$ cat config.mk
export PLATFORM = sky130hd
export DESIGN_NAME = scm_clock_ctrl
export DESIGN_NICKNAME = d
export VERILOG_FILES = /design/src/rtl/scm_pkg.sv /design/src/rtl/scm_clock_ctrl.sv
export SDC_FILE = /design/constraint.sdc
export NUM_CORES = 1
export LEC_CHECK = 0
export ABC_AREA = 0
export BUFFER_PORTS_ARGS = -buffer_cell sky130_fd_sc_hd__buf_2
export CAP_MARGIN = 30
export CORE_UTILIZATION = 45
export CTS_CLUSTER_DIAMETER = 60
export DETAILED_ROUTE_END_ITERATION = 8
export PLACE_DENSITY = 0.77
export SYNTH_ARGS = -nofsm -noshare
export SYNTH_HDL_FRONTEND = slang
export SYNTH_SLANG_ARGS = --single-unit
$ cat constraint.sdc
create_clock -name i_clk -period 1.99 [get_ports i_clk]
set_input_delay 0.597 -clock i_clk [delete_from_list [all_inputs] [get_ports i_clk]]
set_output_delay 0.597 -clock i_clk [all_outputs]
set_load 0.02 [all_outputs]
$ cat src/rtl/scm_pkg.sv
// scm_pkg: constants and types for the system clock and power mode block
// assumes a single 40 MHz register clock; oscillators arrive as pins
package scm_pkg;
   localparam int        FAST_OSC_HZ      = 8000000;
   localparam int        SLOW_OSC_HZ      = 32000;
   localparam logic [1:0] ADDR_W          = 2'h0;
   localparam logic [7:0] REG_SYS_CLK_CTRL = 8'h00;
   localparam logic [7:0] REG_FOSC        = 8'h01;
   localparam logic [7:0] REG_MODE        = 8'h02;
   localparam int        SEL_LSB          = 5;
   localparam int        FAST_IDLE_BIT    = 1;
   localparam int        SLOW_IDLE_BIT    = 0;
   localparam int        STABLE_BIT       = 1;
   localparam int        ENABLE_BIT       = 0;
   localparam logic [2:0] SEL_RST         = 3'h0;
   localparam logic [2:0] SEL_SUB         = 3'h7;
   localparam logic      FOSC_EN_RST      = 1'b1;
   // fast osc settle time, in fast oscillator cycles
   localparam int        STABLE_FCYC      = 64;
   localparam logic [7:0] STABLE_CNT      = 8'(STABLE_FCYC);

   typedef enum logic [2:0] {
      SCM_FAST                = 3'b000,
      SCM_SLOW                = 3'b001,
      SCM_STANDBY_SLOW_ONLY   = 3'b010,
      SCM_STANDBY_BOTH_CLOCKS = 3'b011,
      SCM_STANDBY_FAST_ONLY   = 3'b100,
      SCM_SLEEP               = 3'b101
   } scm_mode_t;

   typedef struct packed {
      logic fast_on;
      logic sub_on;
      logic slow_rc_on;
      logic cpu_on;
   } scm_gate_t;
endpackage : scm_pkg

$ cat src/rtl/scm_clock_ctrl.sv
// scm_clock_ctrl: system clock select, divider and power mode control
// assumes fast_rc_osc and slow_rc_osc arrive as pins; wakeup from outside
`timescale 1ns/1ps
module scm_clock_ctrl
   import scm_pkg::*;
(
   input  wire logic                i_clk,
   input  wire logic                i_rst_n,
   input  wire logic                i_fast_rc_osc,
   input  wire logic                i_slow_rc_osc,
   input  wire logic                i_halt,
   input  wire logic                i_wakeup,
   input  wire logic                i_wdt_enable,
   input  wire logic [7:0]          i_addr,
   input  wire logic [7:0]          i_wdata,
   input  wire logic                i_wr,
   input  wire logic                i_rd,
   output logic      [7:0]          o_rdata,
   output logic                     o_system_clock_en,
   output logic      [2:0]          o_sys_clk_select,
   output scm_pkg::scm_mode_t       o_mode,
   output scm_pkg::scm_gate_t       o_gate,
   output logic                     o_fast_osc_stable_flag
);
   import scm_pkg::*;

   typedef struct packed {
      logic [1:0] f_sync;
      logic       f_prev;
      logic [1:0] s_sync;
      logic       s_prev;
      logic [2:0] sel;
      logic [2:0] sel_act;
      logic       switching;
      logic       fast_osc_idle_enable;
      logic       slow_osc_idle_enable;
      logic       fosc_en;
      logic       stable;
      logic [7:0] stab_cnt;
      logic [5:0] div;
      logic       halted;
      scm_mode_t  mode;
      logic       sys_en;
      logic [7:0] rdata;
   } scm_state_t;

   scm_state_t st;
   scm_state_t next_st;

   // tick of the selected source for a given select code
   function automatic logic src_tick(input logic [2:0] s,
                                     input logic [5:0] d,
                                     input logic ft,
                                     input logic stk);
      logic [5:0] m;
      m = 6'((7'h01 << s) - 7'h01);
      if (s == SEL_SUB)
         src_tick = stk;
      else
         src_tick = ft && ((d & m) == m);
   endfunction : src_tick

   logic fast_tick;
   logic slow_tick;
   logic fast_need;
   logic sub_need;

   always_comb begin
      next_st = st;
      next_st.f_sync = {st.f_sync[0], i_fast_rc_osc};
      next_st.s_sync = {st.s_sync[0], i_slow_rc_osc};
      next_st.f_prev = st.f_sync[1];
      next_st.s_prev = st.s_sync[1];
      fast_tick = st.f_sync[1] && !st.f_prev && st.fosc_en;
      slow_tick = st.s_sync[1] && !st.s_prev && o_gate.sub_on;
      next_st.rdata = 8'h00;

      // register port
      if (i_wr) begin
         if (i_addr == REG_SYS_CLK_CTRL) begin
            next_st.sel                  = i_wdata[SEL_LSB +: 3];
            next_st.fast_osc_idle_enable = i_wdata[FAST_IDLE_BIT];
            next_st.slow_osc_idle_enable = i_wdata[SLOW_IDLE_BIT];
         end else if (i_addr == REG_FOSC) begin
            if (i_wdata[ENABLE_BIT] && !st.fosc_en) begin
               next_st.stable   = 1'b0;
               next_st.stab_cnt = 8'h00;
            end
            next_st.fosc_en = i_wdata[ENABLE_BIT];
         end
      end
      if (i_rd) begin
         if (i_addr == REG_SYS_CLK_CTRL)
            next_st.rdata = {st.sel, 3'h0, st.fast_osc_idle_enable,
                             st.slow_osc_idle_enable};
         else if (i_addr == REG_FOSC)
            next_st.rdata = {6'h00, st.stable, st.fosc_en};
         else if (i_addr == REG_MODE)
            next_st.rdata = {5'h00, st.mode};
         else
            next_st.rdata = 8'h00;
      end

      // fast osc settle counter
      if (!st.fosc_en)
         next_st.stable = 1'b0;
      else if (!st.stable && fast_tick) begin
         if (st.stab_cnt == STABLE_CNT - 8'h01)
            next_st.stable = 1'b1;
         else
            next_st.stab_cnt = st.stab_cnt + 8'h01;
      end

      if (fast_tick)
         next_st.div = st.div + 6'h01;

      // glitch-free switch: hold old source until its period ends,
      // then take the new select the next cycle, ticking on the shared divider phase
      next_st.sys_en = 1'b0;
      if (st.sel != st.sel_act && !st.switching) begin
         if (src_tick(st.sel_act, st.div, fast_tick, slow_tick))
            next_st.switching = 1'b1;
      end else if (st.switching) begin
         next_st.sel_act = st.sel;
         next_st.switching = 1'b0;
      end else
         next_st.sys_en = src_tick(st.sel_act, st.div,
                                   fast_tick, slow_tick);

      // mode machine
      if (i_halt && !st.halted) begin
         next_st.halted = 1'b1;
         case ({st.fast_osc_idle_enable, st.slow_osc_idle_enable})
            2'b00:   next_st.mode = SCM_SLEEP;
            2'b01:   next_st.mode = SCM_STANDBY_SLOW_ONLY;
            2'b11:   next_st.mode = SCM_STANDBY_BOTH_CLOCKS;
            default: next_st.mode = SCM_STANDBY_FAST_ONLY;
         endcase
      end else if (st.halted && i_wakeup)
         next_st.halted = 1'b0;
      // follow the select taking effect now, so mode never lags the select
      if (!next_st.halted)
         next_st.mode = (next_st.sel_act == SEL_SUB) ? SCM_SLOW
                                                     : SCM_FAST;
      // no tick from the halt edge onward, the cpu is already off
      if (next_st.halted)
         next_st.sys_en = 1'b0;
   end

   // gating per mode
   always_comb begin
      fast_need = 1'b1;
      sub_need  = 1'b1;
      o_gate    = '0;
      case (st.mode)
         SCM_FAST:  begin
            fast_need = 1'b1;
            sub_need  = 1'b1;
         end
         SCM_SLOW:  begin
            fast_need = st.fosc_en;
            sub_need  = 1'b1;
         end
         SCM_STANDBY_SLOW_ONLY: begin
            fast_need = 1'b0;
            sub_need  = 1'b1;
         end
         SCM_STANDBY_BOTH_CLOCKS: begin
            fast_need = 1'b1;
            sub_need  = 1'b1;
         end
         SCM_STANDBY_FAST_ONLY: begin
            fast_need = 1'b1;
            sub_need  = 1'b0;
         end
         default:   begin
            fast_need = 1'b0;
            sub_need  = 1'b0;
         end
      endcase
      // a disabled fast osc stays off whatever the mode asks for
      o_gate.fast_on    = fast_need && st.fosc_en;
      o_gate.sub_on     = sub_need;
      o_gate.slow_rc_on = (st.mode == SCM_SLEEP) ? i_wdt_enable
                                                 : 1'b1;
      o_gate.cpu_on     = !st.halted;
   end

   always_ff @(posedge i_clk or negedge i_rst_n) begin
      if (!i_rst_n) begin
         st         <= '0;
         st.sel     <= SEL_RST;
         st.sel_act <= SEL_RST;
         st.fosc_en <= FOSC_EN_RST;
         st.mode    <= SCM_FAST;
      end else begin
         st <= next_st;
      end
   end

   assign o_rdata                = st.rdata;
   assign o_system_clock_en      = st.sys_en;
   assign o_sys_clk_select       = st.sel_act;
   assign o_mode                 = st.mode;
   assign o_fast_osc_stable_flag = st.stable;
endmodule : scm_clock_ctrl

==> impl_metrics.csv, run 1 <==
group,metric,value,unit
finish,drive_gt1_share,31.2,%
synth,synthDistinctLibCells,51,
placement,hpwl,3.06,mm
routing,drc_errors,3,
synth,ys_warn_count,0,
finish,diodes,0,
placement,portBuffers,39,
worst_setup_path,reg2reg_slack,350,ps
synth,synth_area_leaders,"dfrtp_1 48%, buf_4 5.6%, mux2i_1 3.7%",
clocking,clock_sinks,42,
pwr,peakVddDrop,0.435,mV
synth,synth_commonest_cells,"41 x dfrtp_1, 16 x buf_4, 13 x inv_1, 13 x nand2_1, 11 x nor2_1",
synth,async_reset_ff_share,100,%
worst_setup_path,cp.arrival,1370,ps
worst_setup_path,critical_path_class,"in2out",
worst_setup_path,critPathRequiredTime,1390,ps
sta,fmax,0.508,GHz
synth,postSynthCellCount,198,
job,cap_viol_max_count,0,
pwr,p_leak,1.18,nW
routing,vias,1563,
synth,synth.most_common_cell,"dfrtp_1",
worst_hold_path,hold_class,"in2async",
routing,drtIter0Drc,61,
global_route,antenna_found_initial,0,
sta,slew_violations,0,
clocking,cts.clk_slew.worst_paths,90,ps
routing,drt-pass1-iter-count,6,
worst_setup_path,crit_fanout,1,
clocking,ctsLongestPathBuffers,2,
worst_setup_path,cp-start-kind,"input port",
sta,fin_hold_ws,249,ps
die,io_pins,45,
sta,fin_skew,9.97,ps
placement,gp_congestion,0.844,
finish,num-nets-final,266,
global_route,grt_pass1_vias,1517,
global_route,grtUsageTotal,18.0,%
synth,yosys.area.top_type,"dfrtp_1",
routing,vias_per_cell,5.41,
global_route,grt_max_degree,24,
placement,post-place-cells,280,
die,die_area,5050,µm²
sta,min_period,1970,ps
global_route,grt_pass1_wl,7.02,mm
die,rows,24,
clocking,cts_root_buffer,"clkbuf_8",
worst_setup_path,slowest_delay,530,ps
die,start_util,48.0,%
sta,grt_setup_unrepaired,"no",
synth,synth_top_area_share,47.8,%
synth,synth-edff-count,0,
worst_setup_path,r2r_cells,4,
run_status,violations,"DRC",
clocking,cts_max_level,2,
synth,ys_ff_latch,42,
synth,netlist_area,2150,µm²
clocking,cts_tree,"yes",
routing,routed_wl,4.12,mm
die,die_h,71.1,µm
routing,ant_nets,0,
synth,ys.flop_type,"dfrtp_1",
synth,seq_area_frac_synth,49.0,%
worst_setup_path,cp-end-kind,"primary output",
routing,wl_per_cell,14.3,µm
worst_setup_path,slowest_stage,"or4b_4",
clocking,clock_latency,300,ps
sta,fin_setup_tns,0,ps
worst_setup_path,cp_cell_sequence,"buf_2, or4b_4, buf_6",
finish,areaGrowthSynthToFinish,16.3,%
sta,setup-violations-final,0,
sta,hold_viol,0,
finish,fin_cells,289,
global_route,overflow,0,
synth,postSynthAreaPerCell,10.8,µm²
clocking,cts_buffers,5,
pwr,power_density,868,nW/µm²
sta,period_share,98.9,%
die,design.core.area,4470,µm²
run_status,status,"finished with violations",
die,die_x,71.1,µm
layout make-up:
| type | instances | area [µm²] |
|---|---|---|
| Multi-Input combinational cell | 125 | 911 |
| Clock inverter | 2 | 60.1 |
| Fill cell | 390 | 1980 |
| Tap cell | 52 | 65.1 |
| Timing Repair Buffer | 49 | 277 |
| Clock buffer | 6 | 82.6 |
| Sequential cell | 42 | 1050 |
| Inverter | 13 | 48.8 |
report_power, final:
part / internal, mW / switching [mW] / leakage [nW]
combinational: 0.140 / 0.181 / 0.588
clock: 0.535 / 0.296 / 0.0714
sequential: 0.924 / 0.0908 / 0.525
total: 1.60 / 0.568 / 1.18
final timing paths:
| kind | startpoint | end |
|---|---|---|
| min | i_rst_n | st[21] |
| max in group asynchronous | i_rst_n | st[12] |
| max | i_wdt_enable | o_gate[1] |
| min reg2reg | next_st[43] | next_st[41] |
| max reg2reg | st[28] | st[24] |
| min in group i_clk | next_st[43] | next_st[41] |
state kept, by name, indices dropped and copies added, names as in the netlist:
| name | cells |
|---|---|
| o_fast_osc_stable_flag | 1 |
| o_sys_clk_select | 3 |
| o_mode | 3 |
| next_st | 4 |
| st | 24 |
| o_system_clock_en | 1 |
| o_rdata | 6 |
metal layers:
metal,wire length (µm),track usage (%)
met1,1890,21.9
met2,2030,31.6
met3,151,4.27
met4,55,6.00
met5,0,0
per-stage QoR:
stage	utilization, %	power [mW]	setup WS [ps]	area [µm²]
3_5_place_dp	52.2	1.35	-82.6	2340
2_1_floorplan	-	1.24	100	2150
4_1_cts	55.8	2.19	1.22	2500
3_3_place_gp	52.2	1.33	-60.2	2340
5_1_grt	55.8	2.28	12.4	2500
6_report	55.8	2.17	21.1	2500
what timing repair did:
item / 4_1_cts / 5_1_grt
hold buffers: 0 / 0
cloned: 0 / 0
pin swaps: 0 / 1
setup buffers: 1 / 0
gates resized for setup: 4 / 0
endpoints found under the setup margin: 1 / 1
placed cells by master (no fill, tap or decap), types with 2 or more instances in the layout:
| cell | count |
|---|---|
| dfrtp_1 | 41 |
| buf_2 | 38 |
| nand2_1 | 13 |
| inv_1 | 12 |
| nor2_1 | 11 |
| buf_4 | 10 |
| nand3_1 | 8 |
| mux2i_1 | 8 |
| xnor2_1 | 8 |
| nand4_1 | 7 |
| nor3_1 | 6 |
| clkbuf_8 | 6 |
| a21oi_1 | 5 |
| mux2_2 | 5 |
| ha_1 | 5 |
| o21ai_0 | 4 |
| nor4b_1 | 3 |
| nor2b_1 | 3 |
| nand2b_1 | 3 |
| nor3_4 | 2 |
| o211ai_1 | 2 |
| o31ai_1 | 2 |
| o22ai_1 | 2 |
| conb_1 | 2 |
| bufinv_16 | 2 |
cells by family (layout without fill, tap and decap cells):
logic type,Yosys count,in the layout,share of synthesized area (%)
and+or+nand+nor,69,69,20.1
DFF,42,42,49.0
buffers and inverters,32,70,8.86
AOI/OAI and AO/OA,27,27,8.92
muxes,13,13,6.36
xor gates and xnor gates,9,9,3.67
adders and majority gates,5,5,2.92
other,1,2,0.175
worst max-delay path, delay by kind of cell:
| kind | cells | cell delay (ps) |
|---|---|---|
| buffers and inverters | 2 | 250 |
| and+or+nand+nor | 1 | 530 |
Power figures use the tool's default switching activity.
==> run 2: changes to the inputs <==
--- a/config.mk
+++ b/config.mk
@@ -11,7 +11,7 @@
 export CORE_UTILIZATION = 45
 export CTS_CLUSTER_DIAMETER = 60
 export DETAILED_ROUTE_END_ITERATION = 8
-export PLACE_DENSITY = 0.77
+export PLACE_DENSITY_LB_ADDON = 0.2
 export SYNTH_ARGS = -nofsm -noshare
 export SYNTH_HDL_FRONTEND = slang
 export SYNTH_SLANG_ARGS = --single-unit
==> run 2 against run 1 <==
Net effect: the run still ends with DRC left; power decreased by 7.7%; combinational power about the same; flip-flop and latch count unchanged; utilization decreased by 0.81 points; critical path type unchanged.
==> impl_metrics.csv, run 2 (synthesized netlist as in run 1, its figures left out) <==
group,metric,value,unit
run_status,status,"finished with violations",
run_status,violations,"DRC",
routing,vias,1508,
global_route,antenna_found_initial,0,
global_route,grtUsageTotal,17.2,%
worst_setup_path,crit_fanout,1,
pwr,power_density,813,nW/µm²
die,design.core.area,4470,µm²
routing,drtIter0Drc,97,
worst_setup_path,r2r-start,"st[19]",
sta,fmax,0.511,GHz
pwr,power,2.00,mW
pwr,p_leak,1.17,nW
finish,drive_gt1_share,30.4,%
worst_setup_path,slowest_stage,"or4b_4",
global_route,grt_pass1_wl,6.85,mm
sta,fin_skew,5.54,ps
clocking,cts_tree,"yes",
die,io_pins,45,
finish,final_cell_mix,"41 x dfrtp_1, 38 x buf_2, 13 x nand2_1",
die,rows,24,
clocking,cts_max_level,2,
clocking,cts.clk_slew.worst_paths,80,ps
worst_setup_path,slowest_delay,520,ps
placement,gp_congestion,0.743,
finish,final.fill_count,416,
worst_hold_path,hold_class,"in2async",
sta,setup-violations-final,0,
finish,layout_commonest_cell,"dfrtp_1",
routing,drc_errors,5,
finish,areaGrowthSynthToFinish,14.6,%
sta,min_period,1960,ps
routing,ant_nets,0,
finish,multi_input_area,911,µm²
sta,tightest_slew,529,ps
global_route,grt_pass1_vias,1449,
routing,routed_wl,3.98,mm
finish,diodes,0,
sta,hold_viol,0,
clocking,cts_root_buffer,"clkbuf_8",
clocking,cts_buffers,5,
placement,hpwl,2.85,mm
worst_setup_path,cp-start-kind,"input port",
routing,drt-pass1-iter-count,6,
global_route,overflow,0,
clocking,ctsLongestPathBuffers,2,
worst_setup_path,crit_path_start,"i_wdt_enable",
global_route,grt_max_degree,43,
clocking,clock_sinks,42,
sta,grt_setup_unrepaired,"no",
clocking,postCtsHoldBufs,0,
die,die_area,5050,µm²
finish,register_area,1050,µm²
sta,slew_violations,0,
clocking,clock_latency,290,ps
worst_setup_path,cp.arrival,1360,ps
sta,max-slew-margin-rel,64.7,%
worst_setup_path,cp-end-kind,"primary output",
job,cap_viol_max_count,0,
placement,portBuffers,39,
worst_setup_path,crit_family,"simple AND/OR/NAND/NOR gates",
finish,regMostFlops,"st",
finish,num-nets-final,266,
worst_setup_path,critical_path_class,"in2out",
worst_setup_path,cp_cell_sequence,"buf_2, or4b_4, buf_6",
pwr,peakVddDrop,0.302,mV
routing,wl_per_cell,13.8,µm
worst_setup_path,cp_num_buf_inv,2,
die,start_util,48.0,%
die,die_h,71.1,µm
worst_setup_path,critPathRequiredTime,1390,ps
routing,vias_per_cell,5.22,
finish,largest_reg_flops,24,
sta,fin_hold_ws,355,ps
sta,period_share,98.4,%
die,die_x,71.1,µm
-- run 2: cell type report --
class,count,area share [%]
inverters,13,1.98
clock inverters,1,1.22
clock buffers,7,3.10
flip-flops and latches,42,42.8
repair buffers,49,11.2
well taps,52,2.64
multi-input cells,125,37.0
-- run 2: timing repair --
| item | 4_1_cts | 5_1_grt |
|---|---|---|
| pin swaps | 0 | 1 |
| resized for setup | 4 | 0 |
| setup endpoints to repair | 1 | 1 |
| gates cloned | 0 | 0 |
| buffers inserted | 0 | 1 |
-- run 2: stage by stage --
| stage | setup slack (ps) | instance area, µm² | instances | setup TNS (ps) | util (%) |
|---|---|---|---|---|---|
| 2_1_floorplan | 100 | 2150 | 199 | 0 | - |
| 3_3_place_gp | -59.4 | 2340 | 280 | -59.4 | 52.2 |
| 3_5_place_dp | -62.8 | 2340 | 280 | -62.8 | 52.2 |
| 4_1_cts | 8.56 | 2450 | 288 | 0 | 54.8 |
| 5_1_grt | 14.3 | 2460 | 289 | 0 | 55.0 |
| 6_report | 31.6 | 2460 | 289 | 0 | 55.0 |
-- run 2: final timing paths --
| path | slack (ps) | endpoint | depth (start not counted) |
|---|---|---|---|
| setup reg to reg | 360 | st[22] | 5 |
| setup / recovery | 30 | o_gate[1] | 3 |
| min in group i_clk | 360 | next_st[38] | 0 |
| hold reg to reg | 360 | next_st[38] | 0 |
| hold / removal | 360 | o_system_clock_en | 2 |
| max in group asynchronous | 1250 | st[28] | 2 |
-- run 2: routing by layer --
layer / share of wire [%] / up-vias / routed length (µm) / track usage, %
met5: 0 / - / 0 / 0
met4: 0.80 / 0 / 32 / 3.33
met3: 3.9 / 6 / 156 / 4.70
met2: 47 / 30 / 1880 / 28.0
met1: 48 / 712 / 1910 / 23.3
li1: - / 760 / - / -
-- run 2: where the power goes --
part / internal [mW] / total (mW) / switching [mW]
registers: 0.924 / 1.01 / 0.0891
clock network: 0.376 / 0.668 / 0.292
logic: 0.139 / 0.320 / 0.181
total: 1.44 / 2.00 / 0.562
-- run 2: worst register-to-register path: cells and delay by family (launching register included) --
| kind | cells | cell delay [ps] |
|---|---|---|
| AOI/OAI and AO/OA | 2 | 520 |
| DFF | 1 | 450 |
| and+or+nand+nor | 2 | 320 |
| adders and majority gates | 1 | 220 |
==> run 3: changes to the inputs <==
==> constraint.sdc (replaced) <==
create_clock -name i_clk -period 2 [get_ports i_clk]
set_input_delay 0.6 -clock i_clk [delete_from_list [all_inputs] [get_ports i_clk]]
set_output_delay 0.6 -clock i_clk [all_outputs]
set_load 0.02 [all_outputs]
==> run 3 against run 2 <==
Net effect: the run still ends with DRC left; hold slack lost 94 ps; sequential share of layout area grew 0.13 points; via count up 2.0%; flip-flop and latch count unchanged; die area did not move; routed wire length decreased by 0.20%; final cell count rose by 0.35%; sequential power about the same; power is 5.1% lower; utilization down 0.17 points; non-clock buffer count is 1 higher; critical path depth unchanged.
==> impl_metrics.csv, run 3 (synthesized netlist as in run 1, its figures left out) <==
group,metric,value,unit
run_status,status,"finished with violations",
run_status,violations,"DRC",
clocking,cts_max_level,2,
clocking,ctsLongestPathBuffers,2,
worst_setup_path,slowest_stage,"or4b_4",
worst_setup_path,cp.arrival,1370,ps
worst_setup_path,crit_fanout,1,
sta,fin_setup_tns,0,ps
die,io_pins,45,
worst_setup_path,slowest_delay,520,ps
job,cap_viol_max_count,0,
clocking,clock_latency,290,ps
sta,slew_violations,0,
placement,post-place-cells,281,
die,rows,24,
clocking,postCtsHoldBufs,0,
worst_setup_path,crit_family,"simple AND/OR/NAND/NOR gates",
worst_setup_path,crit_path_start,"i_wdt_enable",
clocking,clock_sinks,42,
worst_setup_path,critical_path_class,"in2out",
routing,drc_errors,4,
global_route,antenna_found_initial,0,
worst_setup_path,cp-end-kind,"primary output",
finish,regMostFlops,"st",
global_route,overflow,0,
sta,setup-violations-final,0,
sta,min_period,1970,ps
routing,routed_wl,3.97,mm
pwr,power_density,774,nW/µm²
finish,final.fill_count,404,
routing,ant_nets,0,
sta,hold_viol,0,
placement,portBuffers,39,
placement,hpwl,2.90,mm
die,die_h,71.1,µm
placement,gp_congestion,0.752,
finish,final_core_util,54.8,%
finish,diodes,0,
worst_setup_path,cp_num_buf_inv,2,
worst_hold_path,hold_class,"in2async",
clocking,cts.clk_slew.worst_paths,80,ps
sta,fmax,0.509,GHz
global_route,grt_pass1_wl,6.57,mm
finish,final_cell_mix,"41 x dfrtp_1, 38 x buf_2, 13 x nand2_1",
global_route,grt_pass1_vias,1394,
global_route,grtUsageTotal,16.7,%
sta,fin_hold_ws,261,ps
pwr,power,1.90,mW
die,design.core.area,4470,µm²
clocking,cts_buffers,5,
routing,wl_per_cell,13.7,µm
worst_setup_path,r2r-start,"st[19]",
finish,fin_cells,290,
die,die_area,5050,µm²
finish,num-nets-final,267,
sta,grt_setup_unrepaired,"no",
worst_setup_path,cp-start-kind,"input port",
sta,fin_skew,3.09,ps
routing,vias_per_cell,5.30,
worst_setup_path,critPathRequiredTime,1400,ps
clocking,cts_tree,"yes",
routing,drtIter0Drc,82,
global_route,grt_max_degree,24,
worst_setup_path,cp_cell_sequence,"buf_2, or4b_4, buf_6",
finish,areaGrowthSynthToFinish,14.3,%
die,die_x,71.1,µm
pwr,peakVddDrop,0.336,mV
routing,drt-pass1-iter-count,8,
routing,vias,1538,
finish,drive_gt1_share,31.1,%
finish,largest_reg_flops,24,
sta,period_share,98.3,%
clocking,cts_root_buffer,"clkbuf_8",
die,start_util,48.0,%
finish,layout_commonest_cell,"dfrtp_1",
pwr,p_leak,1.17,nW
## run 3: cell count changes in the layout (fill, tap and decap cells not counted)
cell       before  now
clkbuf_8        5    6
buf_4          10   11
clkinv_2        0    1
clkbuf_1        2    1
bufinv_16       1    0
## run 3: final cells by class
| class | count | area [µm²] | share of cell area (%) |
|---|---|---|---|
| inverters | 13 | 48.8 | 1.99 |
| well taps | 52 | 65.1 | 2.65 |
| repair buffers | 50 | 284 | 11.6 |
| clock inverters | 1 | 5.00 | 0.204 |
| flip-flops and latches | 42 | 1050 | 42.9 |
| clock buffers | 7 | 86.3 | 3.52 |
| multi-input cells | 125 | 911 | 37.1 |
## run 3: worst paths after layout
check	to	slack (ps)	depth (start not counted)
max	o_gate[1]	30	3
min	o_system_clock_en	260	1
max reg2reg	st[22]	340	5
min reg2reg	next_st[41]	360	0
max in group asynchronous	st[28]	1160	2
min in group i_clk	next_st[41]	360	0
## run 3: power by group
part / leakage, nW / internal, mW / switching [mW] / total [mW]
clock network: 0.0482 / 0.279 / 0.290 / 0.569
registers: 0.525 / 0.919 / 0.0903 / 1.01
logic: 0.594 / 0.140 / 0.181 / 0.321
total: 1.17 / 1.34 / 0.562 / 1.90
## run 3: layer usage
| layer | GRT usage, % | vias up | part of all wire [%] |
|---|---|---|---|
| li1 | - | 759 | - |
| met1 | 21.8 | 738 | 46 |
| met2 | 26.9 | 37 | 48 |
| met3 | 4.56 | 4 | 4.7 |
| met4 | 6.00 | 0 | 1.1 |
| met5 | 0 | - | 0 |
## run 3: worst register-to-register path: cells and delay by family (launching register included)
| family | cells | cell delay (ps) |
|---|---|---|
| AND/OR/NAND/NOR | 2 | 330 |
| flip-flops | 1 | 460 |
| adder cells (fa/ha/maj) | 1 | 230 |
| AO/OA/AOI/OAI | 2 | 530 |
## run 3: repair_timing
action | CTS | global route
pin swaps | 0 | 1
buffers inserted | 0 | 1
gates resized for setup | 4 | 0
setup endpoints to repair | 1 | 1
## run 3: per-stage QoR
step                worst slack, ps  cell area [µm²]
floorplan                       104             2150
global placement              -55.5             2340
detailed placement            -64.0             2340
CTS                            8.50             2440
global route                   26.3             2450
finish                         33.9             2450
